==> src/logic/fpec_defs.svh <==
// Register offsets, field positions, reset values and block address map
`ifndef FPEC_DEFS_SVH
`define FPEC_DEFS_SVH

// ==========================================
// Register offsets
`define FPEC_OFS_MODE_CONTROL 4'h0
`define FPEC_OFS_ERROR_STATUS 4'h1
`define FPEC_OFS_BLOCK_SELECT 4'h2
`define FPEC_OFS_ACCESS_REG 4'h3

// ==========================================
// Mode control fields
`define FPEC_BIT_RESERVED 7
`define FPEC_BIT_WRITE_PERMIT 6
`define FPEC_BIT_WIPE_SETUP 5
`define FPEC_BIT_BURN_SETUP 4
`define FPEC_BIT_WASH_CHECK 3
`define FPEC_BIT_BURN_CHECK 2
`define FPEC_BIT_ERASE 1
`define FPEC_BIT_PROGRAM 0

// ==========================================
// Status, select and access fields
`define FPEC_BIT_FAULT_FLAG 7
`define FPEC_BIT_ACCESS_ENABLE 7
`define FPEC_SEL_WIDTH 5

// ==========================================
// Reset values
`define FPEC_RST_MODE_CONTROL 7'h00
`define FPEC_RST_BLOCK_SELECT 5'h00
`define FPEC_RST_ADDR 15'h0000

// ==========================================
// Erase block address map
`define FPEC_BLK0_BASE 15'h0000
`define FPEC_BLK0_LAST 15'h03ff
`define FPEC_BLK1_BASE 15'h0400
`define FPEC_BLK1_LAST 15'h07ff
`define FPEC_BLK2_BASE 15'h0800
`define FPEC_BLK2_LAST 15'h0bff
`define FPEC_BLK3_BASE 15'h0c00
`define FPEC_BLK3_LAST 15'h0fff
`define FPEC_BLK4_BASE 15'h1000
`define FPEC_BLK4_LAST 15'h7fff

`endif

==> src/logic/fpec_pkg.sv <==
// Types and shared helpers of the flash program/erase control block
package fpec_pkg;

    // ==========================================
    // Flash operating state
    typedef enum logic [2:0]
    {
        FPEC_IDLE = 3'b000,
        FPEC_WIPE_PREP = 3'b001,
        FPEC_BURN_PREP = 3'b010,
        FPEC_WIPING = 3'b011,
        FPEC_BURNING = 3'b100,
        FPEC_WASH_VERIFY = 3'b101,
        FPEC_BURN_VERIFY = 3'b110,
        FPEC_PROTECT = 3'b111
    } fpec_state_t;

    // ==========================================
    // More than one select bit set
    function automatic logic fpec_multi_sel(input logic [4:0] sel);
        logic [2:0] count;
        count = 3'h0;
        for (int i = 0; i < 5; i++)
        begin
            count = count + {2'h0, sel[i]};
        end
        return count > 3'h1;
    endfunction

endpackage

==> src/logic/fpec_block_map.sv <==
// Erase block decoder: one-hot select to registered address range
`timescale 1ns/1ps
`include "fpec_defs.svh"

module fpec_block_map
(
    // Clock and reset
    input wire logic clk,
    input wire logic rst_n,
    // Selection
    input wire logic [4:0] sel,
    // Decoded range
    output logic blk_valid,
    output logic [14:0] blk_base,
    output logic [14:0] blk_last
);

    // ==========================================
    // Decode
    logic next_valid;
    logic [14:0] next_base;
    logic [14:0] next_last;

    always_comb
    begin
        next_valid = 1'b1;
        next_base = `FPEC_RST_ADDR;
        next_last = `FPEC_RST_ADDR;
        unique case (sel)
            5'h01:
            begin
                next_base = `FPEC_BLK0_BASE;
                next_last = `FPEC_BLK0_LAST;
            end
            5'h02:
            begin
                next_base = `FPEC_BLK1_BASE;
                next_last = `FPEC_BLK1_LAST;
            end
            5'h04:
            begin
                next_base = `FPEC_BLK2_BASE;
                next_last = `FPEC_BLK2_LAST;
            end
            5'h08:
            begin
                next_base = `FPEC_BLK3_BASE;
                next_last = `FPEC_BLK3_LAST;
            end
            5'h10:
            begin
                next_base = `FPEC_BLK4_BASE;
                next_last = `FPEC_BLK4_LAST;
            end
            default:
            begin
                next_valid = 1'b0;
            end
        endcase
    end

    // ==========================================
    // Output registers
    always_ff @(posedge clk or negedge rst_n)
    begin
        if (!rst_n)
        begin
            blk_valid <= 1'b0;
            blk_base <= `FPEC_RST_ADDR;
            blk_last <= `FPEC_RST_ADDR;
        end
        else
        begin
            blk_valid <= next_valid;
            blk_base <= next_base;
            blk_last <= next_last;
        end
    end

endmodule

==> src/logic/fpec_flash_ctrl.sv <==
// Flash program/erase mode control with its register port
// Operation
// - Program or erase allowed only while write_permit (bit 6) is 1.
// - With write_permit 0, other mode bits and block select bits cannot be set.
// - Bit 5 enters wipe setup state; clearing it leaves.
// - Bit 4 enters burn setup state; clearing it leaves.
// - Bit 3 enters erase-verify mode; clearing it ends it.
// - Bit 2 enters program-verify mode; clearing it ends it.
// - Bit 1 erases only with write_permit and wipe_setup both 1.
// - Bit 0 programs only with write_permit and burn_setup both 1.
// - A fault during program or erase sets fault_flag, status bit 7.
// - While fault_flag is 1 the flash stays in error protection.
// - Block select held at zero while write_permit is 0.
// - Writing more than one select bit clears the whole block select.
// - Select bit 4 targets the 28-kbyte block 1000h to 7fffh.
// - Select bits 3..0 target 1-kbyte blocks from 0000h up to 0c00h.
// - Reserved mode bit 7 always reads 0.
// - Control registers reachable only while ctrl_access_enable is 1.
//
// Design decisions made here: the placing of the registers and strobed register access.
`timescale 1ns/1ps
`include "fpec_defs.svh"

module fpec_flash_ctrl
(
    // Clock and reset
    input wire logic clk,
    input wire logic rst_n,
    // Register port
    input wire logic [3:0] reg_addr,
    input wire logic [7:0] reg_wdata,
    input wire logic reg_wr,
    input wire logic reg_rd,
    output logic [7:0] reg_rdata,
    // Flash array feedback
    input wire logic array_fault,
    // Mode outputs to the flash array
    output fpec_pkg::fpec_state_t flash_state,
    output logic wipe_prep,
    output logic burn_prep,
    output logic wipe_active,
    output logic burn_active,
    output logic wash_verify,
    output logic burn_verify,
    output logic error_protect,
    // Erase target
    output logic erase_target_valid,
    output logic [14:0] erase_target_base,
    output logic [14:0] erase_target_last
);

    // ==========================================
    // Register state
    logic ctrl_access_enable;
    logic write_permit;
    logic wipe_setup;
    logic burn_setup;
    logic wash_check;
    logic burn_check;
    logic erase_bit;
    logic program_bit;
    logic fault_flag;
    logic [4:0] erase_block_select;

    // ==========================================
    // Decode helpers
    // One offset compare shared by the write and read paths
    function automatic logic reg_hit(input logic [3:0] addr, input logic [3:0] ofs);
        return addr == ofs;
    endfunction

    // A mode bit lands only under a standing permit
    function automatic logic gated_bit(input logic bit_in, input logic gate);
        return bit_in && gate;
    endfunction

    // ==========================================
    // Access decode
    logic ctrl_open;
    logic wr_access;
    logic wr_mode;
    logic wr_select;
    logic [4:0] sel_wdata;

    // Only the access register itself is reachable when closed
    assign ctrl_open = ctrl_access_enable;
    assign wr_access = reg_wr && reg_hit(reg_addr, `FPEC_OFS_ACCESS_REG);
    assign wr_mode = reg_wr && ctrl_open && reg_hit(reg_addr, `FPEC_OFS_MODE_CONTROL);
    assign wr_select = reg_wr && ctrl_open && reg_hit(reg_addr, `FPEC_OFS_BLOCK_SELECT);
    assign sel_wdata = reg_wdata[`FPEC_SEL_WIDTH-1:0];

    // ==========================================
    // Access enable register
    // Always reachable, or software could never open the others
    always_ff @(posedge clk or negedge rst_n)
    begin
        if (!rst_n)
        begin
            ctrl_access_enable <= 1'b0;
        end
        else if (wr_access)
        begin
            ctrl_access_enable <= reg_wdata[`FPEC_BIT_ACCESS_ENABLE];
        end
    end

    // ==========================================
    // Mode control register
    logic next_permit;
    logic permit_gate;

    // Other bits only land when permit was already set and stays set
    assign next_permit = reg_wdata[`FPEC_BIT_WRITE_PERMIT];
    assign permit_gate = write_permit && next_permit;

    always_ff @(posedge clk or negedge rst_n)
    begin
        if (!rst_n)
        begin
            {write_permit, wipe_setup, burn_setup, wash_check, burn_check, erase_bit, program_bit}
                <= `FPEC_RST_MODE_CONTROL;
        end
        else if (wr_mode)
        begin
            write_permit <= next_permit;
            wipe_setup <= gated_bit(reg_wdata[`FPEC_BIT_WIPE_SETUP], permit_gate);
            burn_setup <= gated_bit(reg_wdata[`FPEC_BIT_BURN_SETUP], permit_gate);
            wash_check <= gated_bit(reg_wdata[`FPEC_BIT_WASH_CHECK], permit_gate);
            burn_check <= gated_bit(reg_wdata[`FPEC_BIT_BURN_CHECK], permit_gate);
            erase_bit <= gated_bit(reg_wdata[`FPEC_BIT_ERASE], permit_gate);
            program_bit <= gated_bit(reg_wdata[`FPEC_BIT_PROGRAM], permit_gate);
        end
    end

    // ==========================================
    // Erase block select register
    logic sel_conflict;

    // Two or more ones would name several ranges, so the whole select is cleared to zero
    assign sel_conflict = fpec_pkg::fpec_multi_sel(sel_wdata);

    always_ff @(posedge clk or negedge rst_n)
    begin
        if (!rst_n)
        begin
            erase_block_select <= `FPEC_RST_BLOCK_SELECT;
        end
        else if (!write_permit || (wr_mode && !next_permit))
        begin
            // Dropping permit wipes the target at once
            erase_block_select <= `FPEC_RST_BLOCK_SELECT;
        end
        else if (wr_select)
        begin
            if (sel_conflict)
            begin
                erase_block_select <= `FPEC_RST_BLOCK_SELECT;
            end
            else
            begin
                erase_block_select <= sel_wdata;
            end
        end
    end

    // ==========================================
    // Fault flag
    logic op_running;

    // Fault reports outside an operation are not ours to latch
    assign op_running = (flash_state == fpec_pkg::FPEC_WIPING) || (flash_state == fpec_pkg::FPEC_BURNING);

    // Cleared only by reset; software has no way to clear it
    always_ff @(posedge clk or negedge rst_n)
    begin
        if (!rst_n)
        begin
            fault_flag <= 1'b0;
        end
        else if (array_fault && op_running)
        begin
            fault_flag <= 1'b1;
        end
    end

    // ==========================================
    // Mode state machine
    fpec_pkg::fpec_state_t next_state;
    logic erase_ok;
    logic program_ok;

    assign erase_ok = write_permit && wipe_setup && erase_bit;
    assign program_ok = write_permit && burn_setup && program_bit;

    // Protection outranks every mode so a fault stops work at once
    always_comb
    begin
        if (fault_flag)
        begin
            next_state = fpec_pkg::FPEC_PROTECT;
        end
        else if (erase_ok)
        begin
            next_state = fpec_pkg::FPEC_WIPING;
        end
        else if (program_ok)
        begin
            next_state = fpec_pkg::FPEC_BURNING;
        end
        else if (wash_check)
        begin
            next_state = fpec_pkg::FPEC_WASH_VERIFY;
        end
        else if (burn_check)
        begin
            next_state = fpec_pkg::FPEC_BURN_VERIFY;
        end
        else if (wipe_setup)
        begin
            next_state = fpec_pkg::FPEC_WIPE_PREP;
        end
        else if (burn_setup)
        begin
            next_state = fpec_pkg::FPEC_BURN_PREP;
        end
        else
        begin
            next_state = fpec_pkg::FPEC_IDLE;
        end
    end

    always_ff @(posedge clk or negedge rst_n)
    begin
        if (!rst_n)
        begin
            flash_state <= fpec_pkg::FPEC_IDLE;
        end
        else
        begin
            flash_state <= next_state;
        end
    end

    // ==========================================
    // Mode output flags
    always_ff @(posedge clk or negedge rst_n)
    begin
        if (!rst_n)
        begin
            wipe_prep <= 1'b0;
            burn_prep <= 1'b0;
            wipe_active <= 1'b0;
            burn_active <= 1'b0;
            wash_verify <= 1'b0;
            burn_verify <= 1'b0;
            error_protect <= 1'b0;
        end
        else
        begin
            // Setup levels stand under an active operation too
            wipe_prep <= wipe_setup && !fault_flag;
            burn_prep <= burn_setup && !fault_flag;
            wipe_active <= next_state == fpec_pkg::FPEC_WIPING;
            burn_active <= next_state == fpec_pkg::FPEC_BURNING;
            wash_verify <= next_state == fpec_pkg::FPEC_WASH_VERIFY;
            burn_verify <= next_state == fpec_pkg::FPEC_BURN_VERIFY;
            error_protect <= fault_flag;
        end
    end

    // ==========================================
    // Erase target decode
    fpec_block_map u_block_map
    (
        .clk(clk),
        .rst_n(rst_n),
        .sel(erase_block_select),
        .blk_valid(erase_target_valid),
        .blk_base(erase_target_base),
        .blk_last(erase_target_last)
    );

    // ==========================================
    // Read port
    // Closed registers read as zero rather than stale contents
    logic [7:0] next_rdata;

    always_comb
    begin
        next_rdata = 8'h00;
        if (reg_hit(reg_addr, `FPEC_OFS_ACCESS_REG))
        begin
            next_rdata[`FPEC_BIT_ACCESS_ENABLE] = ctrl_access_enable;
        end
        else if (ctrl_open)
        begin
            unique case (reg_addr)
                `FPEC_OFS_MODE_CONTROL:
                begin
                    next_rdata[`FPEC_BIT_RESERVED] = 1'b0;
                    next_rdata[`FPEC_BIT_WRITE_PERMIT] = write_permit;
                    next_rdata[`FPEC_BIT_WIPE_SETUP] = wipe_setup;
                    next_rdata[`FPEC_BIT_BURN_SETUP] = burn_setup;
                    next_rdata[`FPEC_BIT_WASH_CHECK] = wash_check;
                    next_rdata[`FPEC_BIT_BURN_CHECK] = burn_check;
                    next_rdata[`FPEC_BIT_ERASE] = erase_bit;
                    next_rdata[`FPEC_BIT_PROGRAM] = program_bit;
                end
                `FPEC_OFS_ERROR_STATUS:
                begin
                    next_rdata[`FPEC_BIT_FAULT_FLAG] = fault_flag;
                end
                `FPEC_OFS_BLOCK_SELECT:
                begin
                    next_rdata[`FPEC_SEL_WIDTH-1:0] = erase_block_select;
                end
                default:
                begin
                    next_rdata = 8'h00;
                end
            endcase
        end
    end

    // Status writes fall through: the status register has no write path
    always_ff @(posedge clk or negedge rst_n)
    begin
        if (!rst_n)
        begin
            reg_rdata <= 8'h00;
        end
        else if (reg_rd)
        begin
            reg_rdata <= next_rdata;
        end
        else
        begin
            reg_rdata <= 8'h00;
        end
    end

endmodule

==> config.mk <==
export PLATFORM = sky130hd
export DESIGN_NAME = fpec_flash_ctrl
export DESIGN_NICKNAME = d
export VERILOG_FILES = /design/src/logic/fpec_pkg.sv /design/src/logic/fpec_block_map.sv /design/src/logic/fpec_flash_ctrl.sv
export VERILOG_INCLUDE_DIRS = /design/src /design/src/logic
export SDC_FILE = /design/constraint.sdc
export NUM_CORES = 1
export LEC_CHECK = 0
export BUFFER_PORTS_ARGS = -buffer_cell sky130_fd_sc_hd__buf_2
export CORE_MARGIN = 2
export CORE_UTILIZATION = 44
export CTS_CLUSTER_SIZE = 10
export DETAILED_ROUTE_END_ITERATION = 12
export PLACE_DENSITY = 0.77
export REMOVE_ABC_BUFFERS = 1
export SLEW_MARGIN = 20
export SYNTH_ARGS = -nofsm -noshare
export SYNTH_HDL_FRONTEND = slang
export SYNTH_SLANG_ARGS = --single-unit
==> constraint.sdc <==
create_clock -name clk -period 1.2 [get_ports clk]
set_input_delay 0.36 -clock clk [delete_from_list [all_inputs] [get_ports clk]]
set_output_delay 0.36 -clock clk [all_outputs]
set_load 0.01 [all_outputs]
# ---- Yosys cells after proc, flatten, opt, wreduce, memory -nomap -nowiden
# Index checks and enable logic that the tools add are counted.
dict set report op_classes {
  add_sub_neg 4
  order_cmp 1
  eq_ne 14
  mux 20
  n_reduce_logical 27
}
# operator count
set ops {}
lappend ops {{one-hot mux 15 bit (5 select lines)} 1}
lappend ops {{one-hot mux 13 bit (4 select lines)} 1}
lappend ops {{logical AND 1 bit} 19}
lappend ops {{2-to-1 mux 8 bit} 2}
lappend ops {{2-to-1 mux 3 bit} 5}
lappend ops {{2-to-1 mux 5 bit} 3}
lappend ops {{equality test 3 bit (second input constant)} 4}
lappend ops {{one-hot mux 5 bit (2 select lines)} 1}
lappend ops {{equality test 4 x 2 -> 1 bit (second input constant)} 2}
lappend ops {{2-to-1 mux 7 bit} 1}
lappend ops {{adder 3 x 1 -> 3 bit} 2}
lappend ops {{equality test 3 x 2 -> 1 bit (second input constant)} 2}
lappend ops {{2-to-1 mux 2 bit} 3}
lappend ops {{equality test 5 x 1 -> 1 bit (second input constant)} 1}
lappend ops {{equality test 5 x 2 -> 1 bit (second input constant)} 1}
lappend ops {{equality test 5 x 3 -> 1 bit (second input constant)} 1}
lappend ops {{equality test 5 x 4 -> 1 bit (second input constant)} 1}
lappend ops {{equality test 5 bit (second input constant)} 1}
lappend ops {{OR reduction 5 bit} 1}
lappend ops {{equality test 4 x 1 -> 1 bit (second input constant)} 1}
lappend ops {{logical NOT 4 bit} 1}
lappend ops {{adder 2 x 1 -> 3 bit} 1}
lappend ops {{greater-than comparator 3 x 1 -> 1 bit (second input constant)} 1}
lappend ops {{logical NOT 1 bit} 3}
lappend ops {{other kinds (4)} 7}
dict set report totals {
  ff_bits 61
  in_bits 17
  out_inout_bits 49
  word_cells 88
}

# ---- Depth between registers and ports, before layout
dict set report depth {
  depth_word 8
  depth_mapped 8
}

# ---- Hierarchy
# Synthesis repeated with hierarchy kept, for this count alone.
dict set report hier_totals {
  cells_unflattened 178
  hier_area_um2 1888.1
}
# module n_inst cells_each area_each_um2
set by_module_without_submodules {}
lappend by_module_without_submodules {fpec_flash_ctrl 1 126 1390.1}
lappend by_module_without_submodules {fpec_block_map 1 52 498.0}

# ---- Least setup slack after synthesis
# No wires, ideal clock.
dict set report synth_timing {
  kind {input port to flip-flop}
  startpoint {in reg_wdata[0]}
  endpoint {reg erase_block_select[0]}
  setup_time_ns 0.078
  arrival_ns 1.690
  path_slack_ns -0.568
  path_stages 8
  path_buffers 0
  cell_sequence {inv_1 -> fa_1 -> inv_1 -> ha_1 -> nand2b_1 -> a21oi_1 -> nand3_1 -> a21oi_1}
}
dict set report synth_between {
  elab_chain_len 8
}
# element line
set synth_rtl {}
lappend synth_rtl {{from (decl)} fpec_flash_ctrl.sv:31} ;# input wire logic [7:0] reg_wdata,
lappend synth_rtl {{adder 1 x 1 -> 2 bit} fpec_pkg.sv:25} ;# count = count + {2'h0, sel[i]};
lappend synth_rtl {{adder 2 x 1 -> 3 bit} fpec_pkg.sv:25}
lappend synth_rtl {{adder 3 x 1 -> 3 bit (2 in a row)} fpec_pkg.sv:25}
lappend synth_rtl {{greater-than comparator 3 x 1 -> 1 bit} fpec_pkg.sv:27} ;# return count > 3'h1;
lappend synth_rtl {{2-to-1 mux 5 bit (*)} fpec_flash_ctrl.sv:155} ;# if (sel_conflict)
lappend synth_rtl {{2-to-1 mux 5 bit (*)} fpec_flash_ctrl.sv:153} ;# else if (wr_select)
lappend synth_rtl {{2-to-1 mux 5 bit (*)} fpec_flash_ctrl.sv:148} ;# else if (!write_permit || (wr_mode && !next_permit))
lappend synth_rtl {{to (signal assigned)} fpec_flash_ctrl.sv:146} ;# erase_block_select <= `FPEC_RST_BLOCK_SELECT;
lappend synth_rtl {{to (signal assigned)} fpec_flash_ctrl.sv:151} ;# erase_block_select <= `FPEC_RST_BLOCK_SELECT;
lappend synth_rtl {{to (signal assigned)} fpec_flash_ctrl.sv:157} ;# erase_block_select <= `FPEC_RST_BLOCK_SELECT;
lappend synth_rtl {{to (decl)} fpec_flash_ctrl.sv:63} ;# logic [4:0] erase_block_select;
# Mark *: on every way between the ends. The rest lies on a longest branch, timed or not. The select of a mux whose other input is x is not followed.
# A chain may end at the register's enable or synchronous reset.

# ---- Worst setup path in the final report
dict set report layout_timing {
  startpoint {in reg_wdata[3]}
  endpoint {reg erase_block_select[4]}
}
dict set report layout_between {
  elab_chain_len 6
}
# element line
set layout_rtl {}
lappend layout_rtl {{adder 3 x 1 -> 3 bit (2 in a row)} fpec_pkg.sv:25}
lappend layout_rtl {{greater-than comparator 3 x 1 -> 1 bit} fpec_pkg.sv:27}
lappend layout_rtl {{2-to-1 mux 5 bit} fpec_flash_ctrl.sv:155}
lappend layout_rtl {{2-to-1 mux 5 bit} fpec_flash_ctrl.sv:153}
lappend layout_rtl {{2-to-1 mux 5 bit} fpec_flash_ctrl.sv:148}
# Every way passes these cells. The select of a mux whose other input is x is not followed.

==> summary.md <==
| Metric | Value |
|---|---|
| FILL cells | 353 |
| Flop2flop setup slack | -0.20 ns |
| DR vias | 1477 |
| Post-synth top area cell | dfrtp_1 |
| Worst EP arrival | 1.76 ns |
| Pre-CTS WS | -0.7997 ns |
| Number of antenna diodes | 0 |
| Non-Filler Instances | 297 |
| TritonCTS clock tree | yes |
| First-pass GRT wire length | 6.658 mm |
| Hold_ws | 0.01500 ns |
| Seq/Total Area, Yosys | 53.80% |
| Crit start category | primary input |
| Slowest cell on crit path | fa_1 |
| CTS Hold Buffers Added | 0 |
| Total core area | 4029 um2 |
| Worst-path cell chain | buf_8 -> inv_4 -> fa_1 -> inv_2 -> ha_4 -> nand2b_4 -> a21oi_4 -> nand3_2 -> a21oi_2 |
| Final worst-path cycle share | 127.7% |
| Hold Path Class | primary input to asynchronous set/reset pin |
| Cell variety after synth | 36 |
| Unrepaired setup endpoints after global routing | true |
| Remaining DRCs | 0 |
| Post-DP HPWL | 2.661 mm |
| Starting Density | 46.18% |
| Critical path's largest stage delay | 0.54 ns |
| Top_reg_cell synth | dfrtp_1 |
| Gate Count Post-Synth | 176 |
| GRT Total Usage | 17.42% |
| CTS Buf Count | 5 |
| Synth top area cells | dfrtp_1 (54%), buf_4 (9.3%), nand3_1 (3.5%), nand2_1 (3.4%), o21ai_0 (3.0%) |
| Die Width | 69.03 um |
| I/O Pins | 66 |
| CP required | 1.43 ns |
| Synth top area share | 53.80% |
| Vias in the first global route | 1463 |
| Failing checks | setup timing |
| Port-buffer cells | 53 |
| Largest net degree at the start of global routing | 41 |
| Count leader, synth | dfrtp_1 |
| Final #Nets | 265 |
| Drt via density | 4.973 |
| Clock-pin slew on the worst setup and hold paths | 0.07 ns |
| First DRT Iteration DRCs | 121 |
| Cell Area, Synth | 1861 um2 |
| CP max FO | 4 |
| Routed WL | 3.959 mm |
| EDFF count, synth | 0 |
| Area of the multi-input gates | 795.8 um2 |
| F_max | 0.6524 GHz |
| Router iterations before antenna repair | 4 |
| Placer Congestion | 0.7591 |
| CTS Root Cell | clkbuf_8 |
| Die Ht | 69.03 um |
| DR WL/cell | 13.33 um |
| Peak supply drop | 0.4776 mV |
| Slew Viols, Final | 0 |
| Leak | 1.296 nW |
| Max-cap check violation count | 0 |
| Pwr dens | 1217 nW/um2 |
| Area grow syn2layout | 34.57% |
| Synth top cells by count | dfrtp_1 (40), buf_4 (23), nand2_1 (17), nand3_1 (13), o21ai_0 (11) |
| Worst clock skew | 0.002720 ns |
| Fin. Hold Viols | 0 |
| Post-layout minimum cycle time | 1.533 ns |
| Worst Setup Slack, final | -0.3329 ns |
| Row cnt | 23 |
| # placed instances | 279 |
| Clk sink count | 40 |
| Async SR Flop Fraction | 100.0% |
| Setup_tns | -2.981 ns |
| CP Capture Type | register |
| Status | finished, violations left |
| Total grt overflow | 0 |
| Total die area | 4764 um2 |
| DRT antenna net count | 0 |
| Worst-skew pair later-pin latency | 0.30 ns |
| Yosys warns | 0 |
| Layout cells sized above 1 | 49.80% |
| Seq. cell area | 1001 um2 |
| Crit Path Class | primary input to register |
| Register bit total from synthesis | 40 |
| Setup Viol. Count Final | 28 |
| H-Tree Depth | 2 |
| Initial antenna violation count | 0 |
| Syn Area/Cell | 10.57 um2 |
| Max clock buf depth | 2 |
layer usage:
layer	share of wire, %	GRT usage, %	up-vias
li1	-	-	697
met1	40	21.70	707
met2	50	28.10	60
met3	6.6	3.655	13
met4	3.5	9.804	0
met5	0	0	-
area by class of cell:
| class | instances | share of cell area, % |
|---|---|---|
| tap | 50 | 2.499 |
| timing repair buffer | 81 | 21.04 |
| clock inverter | 2 | 0.3998 |
| multi-input combinational | 112 | 31.78 |
| sequential | 40 | 39.98 |
| clock buffer | 6 | 3.298 |
| inverter | 6 | 0.9995 |
placed cells by master, fill, tap and decap left out, types with 3 or more instances in the layout:
master	netlist	layout
a21oi_1	7	3
nand2_1	17	11
inv_1	6	3
o21ai_2	1	3
buf_4	23	21
mux2i_1	5	5
o21ai_0	11	5
and3_1	3	3
nand2_2	0	4
conb_1	1	12
buf_6	0	7
nand3_2	0	3
nor2_1	10	6
nand3_1	13	10
nor2_2	0	4
buf_2	3	51
clkbuf_8	0	6
a21oi_2	0	3
dfrtp_1	40	40
o21ai_1	0	4
critical path, delay by kind of cell:
| kind | cells | cell delay (ns) |
|---|---|---|
| and+or+nand+nor | 2 | 0.26 |
| AOI/OAI and AO/OA | 2 | 0.32 |
| buffers and inverters | 3 | 0.15 |
| adders and majority gates | 2 | 0.68 |
power by group:
group / internal [mW] / leakage [nW] / total, mW / switching, mW
logic: 0.304 / 0.710 / 0.608 / 0.304
registers: 1.44 / 0.535 / 1.52 / 0.0812
clock network: 0.458 / 0.0510 / 0.919 / 0.460
total: 2.20 / 1.30 / 3.05 / 0.846
kinds of logic (layout without fill, tap and decap cells):
group	count (synthesis)	in the layout	synth area share [%]
multiplexers	7	7	3.900
adder cells (fa/ha/maj)	2	2	1.748
AND/OR/NAND/NOR	62	62	18.90
XOR/XNOR	3	3	1.412
AO/OA/AOI/OAI	26	26	8.137
flip-flops	40	40	53.80
other	1	12	0.2016
buffers and inverters	35	95	11.90
sequential cells by signal (all words and copies together) (netlist names), 3 cells and up:
name	count
reg_rdata	8
erase_block_select	5
u_block_map.blk_last	4
flash_state	3
u_block_map.blk_base	3
repair_timing:
| action | 4_1_cts | 5_1_grt |
|---|---|---|
| pin swaps | 15 | 6 |
| cloned | 1 | 0 |
| setup buffers | 5 | 6 |
| endpoints found under the setup margin | 34 | 38 |
| resized for setup | 25 | 23 |
stage by stage:
step,util (%),power (mW),cell area (um2)
CTS,59.50,3.003,2397
global placement,54.07,1.950,2178
finish,62.14,3.046,2504
floorplan,-,1.733,1703
global route,62.14,3.201,2504
detailed placement,54.07,1.971,2178
worst paths after layout:
check | start | end | cells past startpoint
worst max-delay path | reg_wdata[3] | erase_block_select[4] | 9
worst min-delay path | rst_n | u_block_map.blk_last[9] | 2
min in group clk | array_fault | fault_flag | 2
worst min register to register | erase_block_select[4] | u_block_map.blk_base[10] | 1
worst max register to register | ctrl_access_enable | erase_block_select[3] | 5
max in group asynchronous | rst_n | write_permit | 2
Note: power is estimated with default switching activity, not from simulation.
